==> src/rtl/accel_pwr_pkg.sv <==
// Purpose: shared constants for the acceleration power-mode controller
// Assumes: 125 MHz reference clock, registers reached through the internal register port
// Notes: the serial port decoder sits outside and drives the register port
// Summary of operation
// - power-up enters standby, waits for supplies and command
// - measure bit set moves standby to measurement
// - measure bit cleared returns to standby
// - all registers accessible while in standby
// - sensing off in standby, on when measuring
// - four-bit code selects rate, halving per step
// - low-power bit lowers internal sampling rate; here it only sets LOW_POWER_ACTIVE, sample period unchanged
// - autosleep drops to sub-8 Hz rate on inactivity
// - standby makes no measurements, no new samples
// - entering standby keeps sample buffer contents intact
// - first sample after one period plus 1.1 ms
package accel_pwr_pkg;
  // ----------------------------------------------------------------
  // register map
  // ----------------------------------------------------------------
  localparam logic [5:0] INACT_THRESH_ADDR = 6'h25;
  localparam logic [5:0] INACT_TIME_ADDR = 6'h26;
  localparam logic [5:0] RATE_SEL_ADDR = 6'h2c;
  localparam logic [5:0] PWR_CTL_ADDR = 6'h2d;
  // field positions
  localparam int RATE_CODE_LSB = 0;
  localparam int LOW_PWR_BIT = 4;
  localparam int MEASURE_BIT = 3;
  localparam int AUTO_SLEEP_BIT = 4;
  localparam int LINK_BIT = 5;
  // reset values
  localparam logic [7:0] INACT_THRESH_RST = 8'h00;
  localparam logic [7:0] INACT_TIME_RST = 8'h00;
  localparam logic [7:0] RATE_SEL_RST = 8'h0a;
  localparam logic [7:0] PWR_CTL_RST = 8'h00;
  // rate codes
  localparam logic [3:0] RATE_CODE_MAX = 4'hf;
  localparam logic [3:0] SLEEP_RATE_CODE = 4'h6;
  // ----------------------------------------------------------------
  // timing
  // ----------------------------------------------------------------
  localparam real CLK_MHZ = 125.0;
  localparam real TURNON_EXTRA_MS = 1.1;
  localparam real FASTEST_PERIOD_US = 312.5;
  localparam real SECOND_S = 1.0;
  localparam int TURNON_CYCLES = int'($ceil(TURNON_EXTRA_MS * 1000.0 * CLK_MHZ));
  localparam int BASE_PERIOD_CYCLES = int'($floor(FASTEST_PERIOD_US * CLK_MHZ));
  localparam int SECOND_CYCLES = int'($floor(SECOND_S * 1.0e6 * CLK_MHZ));
  // ----------------------------------------------------------------
  // operating modes, gray along standby-startup-measure-sleep
  // ----------------------------------------------------------------
  typedef enum logic [1:0] {
    MODE_STANDBY = 2'b00,
    MODE_STARTUP = 2'b01,
    MODE_MEASURE = 2'b11,
    MODE_SLEEP = 2'b10
  } pwr_mode_e;
endpackage

==> src/rtl/accel_power_mode_control.sv <==
// Purpose: power-mode sequencer with rate selection and autosleep
// Assumes: register port driven by serial decoder on REF_CLK; supply pins asynchronous
// Notes: period of code c is base period shifted left by (15 - c)
module accel_power_mode_control #(
  parameter int TURNON_CYC = accel_pwr_pkg::TURNON_CYCLES, // settle after entry
  parameter int BASE_PERIOD_CYC = accel_pwr_pkg::BASE_PERIOD_CYCLES, // 3200 Hz period
  parameter int SECOND_CYC = accel_pwr_pkg::SECOND_CYCLES // inactivity time unit
) (
  input wire logic REF_CLK,
  input wire logic RST,
  input wire logic MAIN_SUPPLY_OK,
  input wire logic IO_SUPPLY_OK,
  input wire logic REG_WR,
  input wire logic REG_RD,
  input wire logic [5:0] REG_ADDR,
  input wire logic [7:0] REG_WDATA,
  input wire logic [7:0] ACCEL_MAG,
  output logic [7:0] REG_RDATA,
  output logic SENSE_EN,
  output logic SAMPLE_STROBE,
  output logic [1:0] MODE,
  output logic [3:0] ACTIVE_RATE,
  output logic LOW_POWER_ACTIVE,
  output logic BUFFER_HOLD
);

  // ----------------------------------------------------------------
  // supply pin synchronisers
  // ----------------------------------------------------------------
  logic [1:0] main_sync_ff; // bit 0 feeds only bit 1
  logic [1:0] io_sync_ff;
  logic supplies_ok; // both rails present

  // two flops per pin, the first stage is read by nothing else
  always_ff @(posedge REF_CLK or posedge RST) begin
    if (RST) begin
      main_sync_ff <= 2'b00;
      io_sync_ff <= 2'b00;
    end else begin
      main_sync_ff <= {main_sync_ff[0], MAIN_SUPPLY_OK};
      io_sync_ff <= {io_sync_ff[0], IO_SUPPLY_OK};
    end
  end
  assign supplies_ok = main_sync_ff[1] & io_sync_ff[1];

  // ----------------------------------------------------------------
  // register file
  // ----------------------------------------------------------------
  logic [7:0] thresh_ff, nxt_thresh; // inactivity_threshold
  logic [7:0] itime_ff, nxt_itime; // inactivity_time
  logic [7:0] rate_ff, nxt_rate; // rate_and_power_select
  logic [7:0] pctl_ff, nxt_pctl; // power_control
  logic [7:0] rdata_ff, nxt_rdata; // read answer

  // writes accepted in every mode so setup can happen in standby
  always_comb begin
    nxt_thresh = thresh_ff;
    nxt_itime = itime_ff;
    nxt_rate = rate_ff;
    nxt_pctl = pctl_ff;
    nxt_rdata = rdata_ff;
    if (REG_WR) begin
      if (REG_ADDR == accel_pwr_pkg::INACT_THRESH_ADDR) begin
        nxt_thresh = REG_WDATA;
      end else if (REG_ADDR == accel_pwr_pkg::INACT_TIME_ADDR) begin
        nxt_itime = REG_WDATA;
      end else if (REG_ADDR == accel_pwr_pkg::RATE_SEL_ADDR) begin
        nxt_rate = REG_WDATA;
      end else if (REG_ADDR == accel_pwr_pkg::PWR_CTL_ADDR) begin
        nxt_pctl = REG_WDATA;
      end
    end
    if (REG_RD) begin
      if (REG_ADDR == accel_pwr_pkg::INACT_THRESH_ADDR) begin
        nxt_rdata = thresh_ff;
      end else if (REG_ADDR == accel_pwr_pkg::INACT_TIME_ADDR) begin
        nxt_rdata = itime_ff;
      end else if (REG_ADDR == accel_pwr_pkg::RATE_SEL_ADDR) begin
        nxt_rdata = rate_ff;
      end else if (REG_ADDR == accel_pwr_pkg::PWR_CTL_ADDR) begin
        nxt_rdata = pctl_ff;
      end else begin
        nxt_rdata = 8'h00; // unmapped reads as zero
      end
    end
  end

  // register storage
  always_ff @(posedge REF_CLK or posedge RST) begin
    if (RST) begin
      thresh_ff <= accel_pwr_pkg::INACT_THRESH_RST;
      itime_ff <= accel_pwr_pkg::INACT_TIME_RST;
      rate_ff <= accel_pwr_pkg::RATE_SEL_RST;
      pctl_ff <= accel_pwr_pkg::PWR_CTL_RST;
      rdata_ff <= 8'h00;
    end else begin
      thresh_ff <= nxt_thresh;
      itime_ff <= nxt_itime;
      rate_ff <= nxt_rate;
      pctl_ff <= nxt_pctl;
      rdata_ff <= nxt_rdata;
    end
  end

  // control fields
  logic measure_req; // measurement commanded
  logic sleep_armed; // autosleep and link both set
  logic [3:0] req_code; // requested rate code
  assign measure_req = pctl_ff[accel_pwr_pkg::MEASURE_BIT];
  assign sleep_armed = pctl_ff[accel_pwr_pkg::AUTO_SLEEP_BIT] & pctl_ff[accel_pwr_pkg::LINK_BIT];
  assign req_code = rate_ff[accel_pwr_pkg::RATE_CODE_LSB +: 4];

  // period in cycles for a code, each lower code doubles it
  function automatic logic [31:0] period_of(input logic [3:0] code);
    logic [31:0] base;
    base = 32'(BASE_PERIOD_CYC);
    period_of = base << (accel_pwr_pkg::RATE_CODE_MAX - code);
  endfunction

  // ----------------------------------------------------------------
  // mode sequencer
  // ----------------------------------------------------------------
  accel_pwr_pkg::pwr_mode_e mode_ff, nxt_mode;
  logic [31:0] cnt_ff, nxt_cnt; // cycles left to next sample
  logic [3:0] code_ff, nxt_code; // rate code in use
  logic lp_ff, nxt_lp; // low power in use
  logic strobe_ff, nxt_strobe; // one-cycle sample pulse
  logic [31:0] sec_ff, nxt_sec; // second prescaler
  logic [7:0] idle_ff, nxt_idle; // whole idle seconds
  logic quiet_ff, nxt_quiet; // last sample at or below threshold
  logic boundary; // current period ends now

  assign boundary = (cnt_ff == 32'h0000_0000);

  // next state of the sequencer and its timers
  always_comb begin
    nxt_mode = mode_ff;
    nxt_cnt = cnt_ff;
    nxt_code = code_ff;
    nxt_lp = lp_ff;
    nxt_strobe = 1'b0;
    nxt_sec = sec_ff;
    nxt_idle = idle_ff;
    nxt_quiet = quiet_ff;
    case (mode_ff)
      accel_pwr_pkg::MODE_STANDBY: begin
        // no sampling here; buffer is simply left untouched
        if (measure_req && supplies_ok) begin
          nxt_mode = accel_pwr_pkg::MODE_STARTUP;
          nxt_code = req_code;
          nxt_lp = rate_ff[accel_pwr_pkg::LOW_PWR_BIT];
          nxt_cnt = period_of(req_code) + 32'(TURNON_CYC);
        end
      end
      accel_pwr_pkg::MODE_STARTUP, accel_pwr_pkg::MODE_MEASURE,
      accel_pwr_pkg::MODE_SLEEP: begin
        if (!boundary) begin
          nxt_cnt = cnt_ff - 32'h0000_0001;
        end else begin
          // a sample completes; new settings only take hold here
          nxt_strobe = 1'b1;
          nxt_quiet = (ACCEL_MAG <= thresh_ff);
          if (mode_ff == accel_pwr_pkg::MODE_SLEEP) begin
            if (ACCEL_MAG > thresh_ff || !sleep_armed) begin
              // activity wakes, and pays the turn-on settle again
              nxt_mode = accel_pwr_pkg::MODE_STARTUP;
              nxt_code = req_code;
              nxt_lp = rate_ff[accel_pwr_pkg::LOW_PWR_BIT];
              nxt_cnt = period_of(req_code) + 32'(TURNON_CYC);
              nxt_idle = 8'h00;
            end else begin
              nxt_cnt = period_of(code_ff) - 32'h0000_0001;
            end
          end else begin
            nxt_mode = accel_pwr_pkg::MODE_MEASURE;
            nxt_code = req_code;
            nxt_lp = rate_ff[accel_pwr_pkg::LOW_PWR_BIT];
            nxt_cnt = period_of(req_code) - 32'h0000_0001;
          end
        end
        // inactivity timer counts whole quiet seconds while measuring
        if (mode_ff == accel_pwr_pkg::MODE_MEASURE) begin
          if (sec_ff == 32'(SECOND_CYC - 1)) begin
            nxt_sec = 32'h0000_0000;
            if (quiet_ff && idle_ff != 8'hff) begin
              nxt_idle = idle_ff + 8'h01;
            end
          end else begin
            nxt_sec = sec_ff + 32'h0000_0001;
          end
          if (!quiet_ff) begin
            nxt_idle = 8'h00;
          end
          if (sleep_armed && itime_ff != 8'h00 && idle_ff >= itime_ff) begin
            nxt_mode = accel_pwr_pkg::MODE_SLEEP;
            nxt_code = accel_pwr_pkg::SLEEP_RATE_CODE;
            nxt_cnt = period_of(accel_pwr_pkg::SLEEP_RATE_CODE) - 32'h0000_0001;
            nxt_idle = 8'h00;
            nxt_sec = 32'h0000_0000;
          end
        end
        // clearing measure or losing a rail stops sampling at once
        if (!measure_req || !supplies_ok) begin
          nxt_mode = accel_pwr_pkg::MODE_STANDBY;
          nxt_strobe = 1'b0;
          nxt_cnt = 32'h0000_0000;
          nxt_idle = 8'h00;
          nxt_sec = 32'h0000_0000;
          nxt_quiet = 1'b0;
        end
      end
      default: begin
        nxt_mode = accel_pwr_pkg::MODE_STANDBY;
      end
    endcase
  end

  // sequencer state
  always_ff @(posedge REF_CLK or posedge RST) begin
    if (RST) begin
      mode_ff <= accel_pwr_pkg::MODE_STANDBY;
      cnt_ff <= 32'h0000_0000;
      code_ff <= 4'h0;
      lp_ff <= 1'b0;
      strobe_ff <= 1'b0;
      sec_ff <= 32'h0000_0000;
      idle_ff <= 8'h00;
      quiet_ff <= 1'b0;
    end else begin
      mode_ff <= nxt_mode;
      cnt_ff <= nxt_cnt;
      code_ff <= nxt_code;
      lp_ff <= nxt_lp;
      strobe_ff <= nxt_strobe;
      sec_ff <= nxt_sec;
      idle_ff <= nxt_idle;
      quiet_ff <= nxt_quiet;
    end
  end

  // ----------------------------------------------------------------
  // outputs, each straight from a flop
  // ----------------------------------------------------------------
  logic sense_ff; // sensing powered
  logic hold_ff; // buffer frozen, never cleared here

  // sensing and buffer hold follow the next mode one cycle on
  always_ff @(posedge REF_CLK or posedge RST) begin
    if (RST) begin
      sense_ff <= 1'b0;
      hold_ff <= 1'b1;
    end else begin
      sense_ff <= (nxt_mode != accel_pwr_pkg::MODE_STANDBY);
      hold_ff <= (nxt_mode == accel_pwr_pkg::MODE_STANDBY);
    end
  end

  assign REG_RDATA = rdata_ff;
  assign SENSE_EN = sense_ff;
  assign SAMPLE_STROBE = strobe_ff;
  assign MODE = mode_ff;
  assign ACTIVE_RATE = code_ff;
  assign LOW_POWER_ACTIVE = lp_ff;
  assign BUFFER_HOLD = hold_ff;
endmodule

==> config.mk <==
export PLATFORM = sky130hd
export DESIGN_NAME = accel_power_mode_control
export DESIGN_NICKNAME = d
export VERILOG_FILES = /design/src/rtl/accel_pwr_pkg.sv /design/src/rtl/accel_power_mode_control.sv
export SDC_FILE = /design/constraint.sdc
export NUM_CORES = 1
export LEC_CHECK = 0
export ABC_AREA = 1
export BUFFER_PORTS_ARGS = -buffer_cell sky130_fd_sc_hd__buf_4
export CAP_MARGIN = 10
export CORE_ASPECT_RATIO = 0.5
export CORE_UTILIZATION = 45
export DETAILED_ROUTE_END_ITERATION = 7
export GPL_TIMING_DRIVEN = 1
export HOLD_SLACK_MARGIN = 0.02
export PLACE_DENSITY_LB_ADDON = 0.2
export SLEW_MARGIN = 30
export SYNTH_ARGS = -nofsm -noshare
export SYNTH_HDL_FRONTEND = slang
export SYNTH_SLANG_ARGS = --single-unit
==> constraint.sdc <==
create_clock -name REF_CLK -period 4.7 [get_ports REF_CLK]
set_input_delay 0.47 -clock REF_CLK [delete_from_list [all_inputs] [get_ports REF_CLK]]
set_output_delay 0.47 -clock REF_CLK [all_outputs]
set_load 0.01 [all_outputs]
==> impl_metrics.json, run 1 <==
{
  "synth-async-reset-ratio_pct": 100,
  "clockRootBuffer": "clkbuf_16",
  "initial_core_util_pct": 46.3,
  "crit_arrival_ns": 3.56,
  "seqCellArea_sq_um": 3180,
  "crit_slowest_cell": "inv_1",
  "crit_top_cell": "nand2_1",
  "numCtsBuffers": 17,
  "start_kind": "flop",
  "area_growth_pct": 11.1,
  "postSynthAreaPerCell_sq_um": 6.31,
  "grt_pass1_wl_mm": 62.6,
  "hold_violations": 0,
  "grt_max_degree": 97,
  "power_density_nw_per_um2": 474,
  "wl_per_cell_microns": 17.8,
  "gp_congestion": 1.01,
  "synth.distinct_cells": 56,
  "internal_power_uw": 2940,
  "final_area_sq_um": 12500,
  "clock_path_buffers": 2,
  "crit_required_ns": 5.02,
  "vias_per_cell": 5.67,
  "tns_ns": 0,
  "max-vdd-ir-drop_mv": 0.247,
  "endpoint_kind": "flop",
  "synth_area_leaders": "dfrtp_1 28%, nand2_1 19%, nand3_1 6.7%",
  "cts.sinks": 127,
  "grt_pass1_vias": 11600,
  "dpl-instance-area_sq_um": 11900,
  "rows": 40,
  "cts_resized": 0,
  "ys_seq_area_share_pct": 28.3,
  "die_y_microns": 114,
  "synth_ff_type": "dfrtp_1",
  "synth_fa_ha_area_share_pct": 4.12,
  "grt-ovfl-total": 0,
  "synth_top_family_by_area": "simple AND/OR/NAND/NOR gates",
  "n_fill_cell": 2591,
  "cts_tree": "done",
  "crit_chain": "ha_1, a21oi_1, o21ai_0, nand2_1, o2111ai_1, nand2_1, nor2_1, inv_1, nand2_1, inv_1, o21ai_0, o21ai_0, nand2_1",
  "ant_nets": 0,
  "core_sq_um": 24200,
  "drive_gt1_share_pct": 9.04,
  "slew-limit-headroom_pct": 37.3,
  "clock-skew-final_ns": 0.00834,
  "drc_errors": 0,
  "antenna_found_initial": 2,
  "die-area_sq_um": 25600,
  "synth-simple-area-share_pct": 39.0,
  "switching_power_uw": 2980,
  "power_frac_seq_pct": 25.2,
  "htreeDepth": 4,
  "setup_violations": 0,
  "die_w_microns": 225,
  "maxCapViolCount": 0,
  "mostFrequentLayoutCell": "nand2_1",
  "hp-class": "input port to flop",
  "clk_latency_ns": 0.44,
  "syn-cell-area_sq_um": 11200,
  "syn_inst": 1779,
  "multiInputGateArea_sq_um": 6990,
  "cp_max_fo": 20,
  "power_leakage_uw": 0.00606,
  "fin_crit_sh_pct": 69.1,
  "io_pins": 46,
  "post-cts-setup-buffer-count": 0,
  "synth_enable_flop_cells": 0,
  "p_comb_share_pct": 52.9,
  "clkTransAtPathRegs_ns": 0.06,
  "track_usage_pct": 31.3,
  "synth_top_area_cell": "dfrtp_1",
  "worst_pin_slew_ns": 0.939,
  "max_freq_ghz": 0.308,
  "vias": 12200,
  "io_buffers": 45,
  "postRouteWirelength_mm": 38.6,
  "most-common-layout-cells": "568 x nand2_1, 194 x inv_1, 153 x nor2_1",
  "synth-seq-cells": 127,
  "synthXorXnorAreaFrac_pct": 5.15,
  "drt_pass1_iterations": 7,
  "cts-hold-fix-buffers": 0,
  "synth_mux_area_share_pct": 0.189,
  "drv_slew": 0,
  "synth_compound_gate_area_share_pct": 13.7,
  "synth_top_area_share_pct": 27.6,
  "dp_hpwl_mm": 29.0,
  "min_period_ns": 3.25,
  "worstSetupPathType": "flop to flop",
  "switching_share_pct": 50.4,
  "fin_cells": 2162,
  "dp.cells": 2126,
  "fin_nets": 1877,
  "yosys_warnings": 0,
  "synth_fp_nets": 1844,
  "clkPwrFrac_pct": 21.8,
  "drt_iter0_markers": 1422,
  "cpPeakStageDelay_ns": 0.55,
  "status": "complete, no violations",
  "rsz0062_at_grt": "false"
}
-- per-stage QoR --
stage | hold slack [ns] | power (uW) | utilization (%) | setup WS [ns]
2_1_floorplan | 0.331 | 3690 | - | 0.851
3_3_place_gp | 0.352 | 4550 | 48.9 | 1.36
3_5_place_dp | 0.362 | 4520 | 48.9 | 1.36
4_1_cts | 0.120 | 5830 | 51.3 | 1.51
5_1_grt | 0.120 | 6370 | 51.5 | 1.18
6_report | 0.134 | 5910 | 51.5 | 1.45
-- final timing paths --
check / to / startpoint / slack (ns) / cells after the start
setup reg to reg: cnt_ff[20] / idle_ff[3] / 1.45 / 13
hold / removal: main_sync_ff[0] / MAIN_SUPPLY_OK / 0.13 / 1
setup / recovery: cnt_ff[20] / idle_ff[3] / 1.45 / 13
max in group asynchronous: ACTIVE_RATE[2] / RST / 3.33 / 4
hold reg to reg: main_sync_ff[1] / main_sync_ff[0] / 0.37 / 0
min in group asynchronous: cnt_ff[4] / RST / 0.57 / 3
-- worst max-delay path: cells and delay by family (launching register included) --
kind / cells / cell delay [ns]
AO/OA/AOI/OAI: 5 / 0.75
AND/OR/NAND/NOR: 5 / 0.52
adder cells (fa/ha/maj): 1 / 0.32
flip-flops: 1 / 0.46
buffers and inverters: 2 / 1.06
-- power by group through the flow --
stage | Combinational [uW] | Sequential, uW | Clock, uW
final | 3130 | 1490 | 1290
after global routing | 3490 | 1520 | 1360
after CTS | 3040 | 1490 | 1310
after detailed placement | 3020 | 1500 | 0
after global placement | 3050 | 1500 | 0
after floorplan | 2280 | 1410 | 0
-- registers in the layout (all words and copies together) (netlist names), 4 cells and up --
register and cells:
cnt_ff 32, sec_ff 32, REG_RDATA 8, idle_ff 8, itime_ff 8, pctl_ff 8
rate_ff 8, thresh_ff 8, ACTIVE_RATE 4
-- synth_stat cells, types with 2 or more instances --
cell,count
a211oi_1,3
a21oi_1,62
a21oi_2,3
a221oi_1,8
a22oi_1,2
a31oi_1,6
buf_1,2
buf_2,12
buf_4,5
buf_6,5
clkbuf_1,26
clkinv_1,3
dfrtp_1,124
dfstp_2,3
ha_1,37
inv_1,195
inv_2,16
nand2_1,568
nand2_2,9
nand3_1,150
nand3_2,9
nand3b_1,2
nand4_1,42
nor2_1,155
nor2_2,8
nor3_1,31
nor3_2,4
nor4_1,16
o2111ai_1,2
o211ai_1,16
o21ai_0,114
o21ai_1,14
o21ai_2,2
o221ai_1,2
o22ai_1,31
o32ai_1,2
or2_1,3
or2_2,5
xnor2_1,12
xor2_1,54
-- cell type report --
| type | count | area share, % |
|---|---|---|
| tap | 336 | 3.37 |
| multi-input combinational | 1387 | 56.0 |
| timing repair buffer | 64 | 4.03 |
| sequential | 127 | 25.5 |
| clock buffer | 21 | 3.85 |
| inverter | 215 | 6.53 |
| antenna | 1 | 0.0201 |
| clock inverter | 11 | 0.672 |
-- metal layers --
layer / GRT usage (%) / vias up / share of wire [%]
met5: 0 / - / 0.010
met4: 11.9 / 2 / 3.4
met3: 6.39 / 108 / 7.9
met2: 48.7 / 523 / 43
met1: 43.0 / 5686 / 46
li1: - / 5930 / -
-- logic make-up (layout without fill, tap and decap cells) --
logic type	after synthesis	after routing
muxes	2	2
xor gates and xnor gates	66	66
and+or+nand+nor	1011	1011
DFF	127	127
AOI/OAI and AO/OA	271	271
adders and majority gates	37	37
buffers and inverters	265	311
other	0	1
Power figures use the tool's default switching activity.
==> inputs of run 2 (changes only) <==
- ABC_AREA: 1 -> 0
- clock period: 4.7 -> 2.6 ns (I/O delays scaled with it)
==> run 2 against run 1 <==
Net effect: flip-flop and latch count is the same; clock skew increased by 0.0022 ns; via count is 0.46% higher; synthesized cell count fell by 24%; first-iteration DRC count is 3.8% higher; combinational power rose by 140%; worst setup slack got worse by 1.7 ns; the run now ends with setup timing left; core utilization rose by 17 points.
==> impl_metrics.json, run 2 <==
{
  "cpPeakStageDelay_ns": 0.57,
  "syn_inst": 1344,
  "synth_top_area_cell": "dfrtp_1",
  "power_leakage_uw": 0.00669,
  "ys_seq_area_share_pct": 29.8,
  "rsz0062_at_grt": "true",
  "die_y_microns": 111,
  "dpl-instance-area_sq_um": 13800,
  "fin_crit_sh_pct": 110,
  "drive_gt1_share_pct": 40.1,
  "crit_arrival_ns": 3.21,
  "cp_max_fo": 7,
  "clk_latency_ns": 0.44,
  "synth_top_area_share_pct": 29.1,
  "drc_errors": 0,
  "clock_path_buffers": 2,
  "grt_pass1_vias": 12000,
  "area_growth_pct": 48.2,
  "clkTransAtPathRegs_ns": 0.07,
  "clock-skew-final_ns": 0.0106,
  "gp_congestion": 1.05,
  "cts.sinks": 127,
  "synth_fa_ha_area_share_pct": 4.34,
  "core_sq_um": 23000,
  "drt_pass1_iterations": 8,
  "crit_required_ns": 2.96,
  "worstHoldStart": "REG_WDATA[0]",
  "max-vdd-ir-drop_mv": 0.499,
  "setup_violations": 45,
  "synth_area_leaders": "dfrtp_1 29%, nand2_1 5.5%, o21ai_0 5.0%",
  "vias": 12300,
  "grt-ovfl-total": 0,
  "top_layer_used": "met4",
  "crit_chain": "inv_4, ha_4, buf_12, xor2_2, nand4_1, a211oi_4, o211ai_1, xor2_1, a21o_1, o221ai_1, a21oi_1",
  "insertedDiodeCount": 0,
  "wl_per_cell_microns": 21.2,
  "antenna_found_initial": 2,
  "rows": 39,
  "synthXorXnorAreaFrac_pct": 5.58,
  "synth_ff_type": "dfrtp_1",
  "fin_nets": 1739,
  "hold_violations": 0,
  "numCtsBuffers": 17,
  "grt_pass1_wl_mm": 66.3,
  "dp_hpwl_mm": 31.4,
  "dp.cells": 1919,
  "start_kind": "flop",
  "met1_length_mm": 18.4,
  "vias_per_cell": 6.17,
  "io_buffers": 45,
  "wl_met3_mm": 3.56,
  "crit_slowest_cell": "dfstp_2",
  "power_density_nw_per_um2": 782,
  "most-common-layout-cells": "342 x buf_4, 148 x nand2_1, 120 x dfrtp_1",
  "synth_compound_gate_area_share_pct": 24.2,
  "violations": "setup timing",
  "endpoint_kind": "flop",
  "cts_tree": "done",
  "ant_nets": 0,
  "synth_commonest_cells": "157 x nand2_1, 124 x dfrtp_1, 106 x nor2_1, 106 x o21ai_0, 80 x a21oi_1",
  "postRouteWirelength_mm": 42.2,
  "mostFrequentLayoutCell": "buf_4",
  "htreeDepth": 4,
  "worst_pin_slew_ns": 0.728,
  "synth_top_family_by_area": "simple AND/OR/NAND/NOR gates",
  "drt_iter0_markers": 1476,
  "hp-class": "input port to flop",
  "slew-limit-headroom_pct": 51.3,
  "max_freq_ghz": 0.351,
  "postSynthAreaPerCell_sq_um": 7.94,
  "final_area_sq_um": 15800,
  "yosys_warnings": 0,
  "synth-async-reset-ratio_pct": 100,
  "top_regs": "cnt_ff (32), sec_ff (32)",
  "synth.distinct_cells": 85,
  "die_w_microns": 220,
  "io_pins": 46,
  "synth_mux_area_share_pct": 5.74,
  "drv_slew": 0,
  "layout_setup_ws_ns": -0.250,
  "synth-simple-area-share_pct": 25.7,
  "yosysMostFrequentCell": "nand2_1",
  "critPathLaunch": "rate_ff[1]",
  "synth_enable_flop_cells": 0,
  "initial_core_util_pct": 46.3,
  "grt_max_degree": 48,
  "clockRootBuffer": "clkbuf_16",
  "die-area_sq_um": 24400,
  "r2r-start": "rate_ff[1]",
  "maxCapViolCount": 0,
  "synth-seq-cells": 127,
  "status": "finished, violations left",
  "worstSetupPathType": "flop to flop",
  "synth_fp_nets": 1409,
  "syn-cell-area_sq_um": 10700,
  "dr_wl_met2_mm": 19.1,
  "fin_cells": 1994,
  "min_period_ns": 2.85,
  "track_usage_pct": 35.0
}
==> run 2: cell types whose count changed in the layout (fill, tap and decap cells not counted), sizes merged, moves of 18 or more <==
cell    change
nand2     -421
buf       +331
inv       -174
nand3     -111
nor2       -57
mux2       +37
nand2b     +24
a31oi      +23
nand4      -23
xnor2      +20
o21ai      -19
nor2b      +18
o31ai      +18
xor2       -18
==> run 2: where the power goes <==
| part | internal (uW) | total (uW) | leakage, uW | switching, uW |
|---|---|---|---|---|
| Clock | 1360 | 2400 | 0.000282 | 1030 |
| Combinational | 3600 | 7510 | 0.00472 | 3910 |
| Sequential | 2240 | 2460 | 0.00168 | 226 |
==> run 2: cells by family (layout without fill, tap and decap cells) <==
family | Yosys count | in the layout
compound gates | 398 | 398
xor+xnor | 68 | 68
fa+ha+maj | 37 | 37
buf+inv | 124 | 467
flops | 127 | 127
mux | 54 | 54
simple gates | 536 | 536
==> run 2: layout make-up <==
class	instances	area, sq um
multi-input combinational	1093	8200
fill	1853	7210
timing repair buffer	397	3320
sequential	127	3190
clock buffer	19	443
tap	307	384
inverter	38	151
clock inverter	13	131
==> run 2: critical path, delay by kind of cell, from the launching register on <==
family | cells | cell delay (ns)
XOR/XNOR | 2 | 0.46
adder cells (fa/ha/maj) | 1 | 0.33
AND/OR/NAND/NOR | 1 | 0.25
buffers and inverters | 2 | 0.17
flip-flops | 1 | 0.57
AO/OA/AOI/OAI | 5 | 1.00
==> run 2: per-layer routing <==
metal | track usage (%) | up-vias
li1 | - | 5648
met1 | 48.0 | 5977
met2 | 55.3 | 584
met3 | 7.00 | 96
met4 | 11.1 | 0
met5 | 0 | -
==> run 2: stage by stage <==
| stage | hold WS (ns) | power (uW) | util [%] | setup slack (ns) | setup TNS (ns) |
|---|---|---|---|---|---|
| finish | 0.0884 | 12400 | 68.7 | -0.250 | -5.00 |
| global route | 0.0894 | 13000 | 68.7 | -0.362 | -8.46 |
| global placement | 0.334 | 8690 | 59.8 | -0.296 | -5.54 |
| floorplan | 0.291 | 5940 | - | -0.171 | -0.670 |
| detailed placement | 0.347 | 8760 | 59.8 | -0.291 | -7.80 |
| CTS | 0.0807 | 11700 | 65.9 | -0.172 | -2.77 |
==> run 2: timing repair <==
action,CTS,global route
gates cloned,0,1
resized for setup,142,114
pin swaps,73,68
setup endpoints to repair,58,73
hold buffers,3,0
buffers inserted,28,17
hold endpoints to repair,28,0
==> run 2: worst paths after layout <==
| check | cells past startpoint | end | slack, ns |
|---|---|---|---|
| max in group asynchronous | 4 | ACTIVE_RATE[0] | 1.39 |
| hold / removal | 2 | thresh_ff[0] | 0.09 |
| setup reg to reg | 11 | cnt_ff[17] | -0.25 |
| setup / recovery | 11 | cnt_ff[17] | -0.25 |
| min in group asynchronous | 3 | MODE[1] | 0.53 |
| hold reg to reg | 0 | io_sync_ff[1] | 0.35 |
==> inputs of run 3 (changes only) <==
- BUFFER_PORTS_ARGS: -buffer_cell sky130_fd_sc_hd__buf_4 -> not set
- CAP_MARGIN: 10 -> not set
- DONT_BUFFER_PORTS: not set -> 1
- SETUP_SLACK_MARGIN: not set -> 0.05
==> run 3 against run 2 <==
Net effect: design area increased by 0.43%; critical endpoint is now cnt_ff[20]; fmax increased by 1.4%; core utilization increased by 0.30 points; the flow finishes with violations (DRC, setup timing); first-iteration DRC count decreased by 12%.
==> impl_metrics.json, run 3 (synthesized netlist as in run 2, its figures left out) <==
{
  "status": "finished, violations left",
  "violations": "DRC, setup timing",
  "track_usage_pct": 35.3,
  "cts.sinks": 127,
  "rows": 39,
  "postRouteWirelength_mm": 43.2,
  "reg2regPathDepth": 10,
  "die_w_microns": 220,
  "dp_hpwl_mm": 31.0,
  "hold_violations": 0,
  "antenna_found_initial": 0,
  "fin_nets": 1721,
  "vias": 12400,
  "drc_errors": 1,
  "numCtsBuffers": 17,
  "r2r-start": "ACTIVE_RATE[1]",
  "die-area_sq_um": 24400,
  "dpl-instance-area_sq_um": 13500,
  "setup_violations": 33,
  "cp_max_fo": 5,
  "drv_slew": 0,
  "place_ws_ns": -0.327,
  "worst_pin_slew_ns": 0.714,
  "min_period_ns": 2.81,
  "power_leakage_uw": 0.00658,
  "clk_latency_ns": 0.44,
  "clock-skew-final_ns": 0.0126,
  "start_kind": "flop",
  "clockRootBuffer": "clkbuf_16",
  "insertedDiodeCount": 0,
  "drt_iter0_markers": 1298,
  "top_regs": "cnt_ff (32), sec_ff (32)",
  "rsz0062_at_grt": "true",
  "die_y_microns": 111,
  "total_power_uw": 12300,
  "mostFrequentLayoutCell": "buf_4",
  "worstSetupPathType": "flop to flop",
  "fin_crit_sh_pct": 108,
  "clock_path_buffers": 2,
  "final_area_sq_um": 15900,
  "hold_end": "REG_RDATA[3]",
  "area_growth_pct": 48.9,
  "final_core_util_pct": 69.0,
  "maxCapViolCount": 0,
  "grt_max_degree": 128,
  "layout_setup_ws_ns": -0.212,
  "dp.cells": 1875,
  "initial_core_util_pct": 46.3,
  "r2r-end": "cnt_ff[20]",
  "io_pins": 46,
  "grt_pass1_wl_mm": 66.2,
  "grt-ovfl-total": 0,
  "most-common-layout-cells": "317 x buf_4, 147 x nand2_1, 118 x dfrtp_1",
  "max_freq_ghz": 0.356,
  "io_buffers": 0,
  "htreeDepth": 4,
  "max-vdd-ir-drop_mv": 0.499,
  "vias_per_cell": 6.29,
  "slew-limit-headroom_pct": 52.4,
  "clkTransAtPathRegs_ns": 0.06,
  "reg2reg_slack_ns": -0.21,
  "crit_required_ns": 2.96,
  "ant_nets": 0,
  "gp_congestion": 1.06,
  "fin_cells": 1976,
  "endpoint_kind": "flop",
  "min_path_cells": 2,
  "grt_pass1_vias": 12000,
  "crit_arrival_ns": 3.17,
  "cts_tree": "done",
  "power_density_nw_per_um2": 775,
  "hp-class": "input port to flop",
  "core_sq_um": 23000,
  "wl_per_cell_microns": 21.9,
  "worstHoldStart": "REG_RD",
  "drt_pass1_iterations": 8,
  "drive_gt1_share_pct": 40.4
}
## run 3: metal layers
layer	vias up	GRT usage [%]	part of all wire [%]
li1	5614	-	-
met1	6118	47.0	43
met2	590	55.8	46
met3	102	8.67	8.7
met4	0	11.7	2.9
met5	-	0	0
## run 3: worst max-delay path: stages, from the launching register on
cell	delay [ns]
dfrtp_2	0.45
inv_6	0.05
ha_4	0.29
mux2_4	0.31
a221o_1	0.35
a211oi_2	0.24
o211ai_1	0.19
a31oi_1	0.23
xor2_1	0.34
a31oi_1	0.15
o21ai_1	0.15
## run 3: area by class of cell
cell class	count	area [sq um]
fillers	1818	7140
inverters	38	154
clock inverters	13	109
flip-flops and latches	127	3190
well taps	307	384
multi-input cells	1093	8430
repair buffers	379	3190
clock buffers	19	433
## run 3: timing repair
action / CTS / global route
resized for setup: 176 / 116
setup endpoints to repair: 52 / 74
hold buffers: 12 / 0
pin swaps: 85 / 68
buffers inserted: 38 / 20
hold endpoints to repair: 166 / 0
gates cloned: 0 / 1
## run 3: worst max-delay path by stage
stage | startpoint | to | slack [ns] | cells past startpoint
after floorplan | cnt_ff[26] | LOW_POWER_ACTIVE | -0.17 | 7
after global placement | ACTIVE_RATE[1] | cnt_ff[17] | -0.29 | 10
after detailed placement | ACTIVE_RATE[1] | cnt_ff[20] | -0.33 | 13
after CTS | rate_ff[1] | cnt_ff[15] | -0.19 | 10
after global routing | rate_ff[1] | cnt_ff[15] | -0.31 | 11
final | ACTIVE_RATE[1] | cnt_ff[20] | -0.21 | 10
## run 3: per-stage QoR
step | TNS [ns] | hold slack, ns
2_1_floorplan | -0.764 | 0.291
3_3_place_gp | -4.42 | 0.291
3_5_place_dp | -6.16 | 0.291
4_1_cts | -1.96 | 0.0234
5_1_grt | -6.16 | 0.0333
6_report | -3.16 | 0.0422
## run 3: report_power, final
group	total, uW	internal [uW]	leakage (uW)	switching (uW)
Clock	2270	1240	0.000250	1030
Sequential	2510	2240	0.00168	270
Combinational	7540	3520	0.00465	4020
Total	12300	7000	0.00658	5320
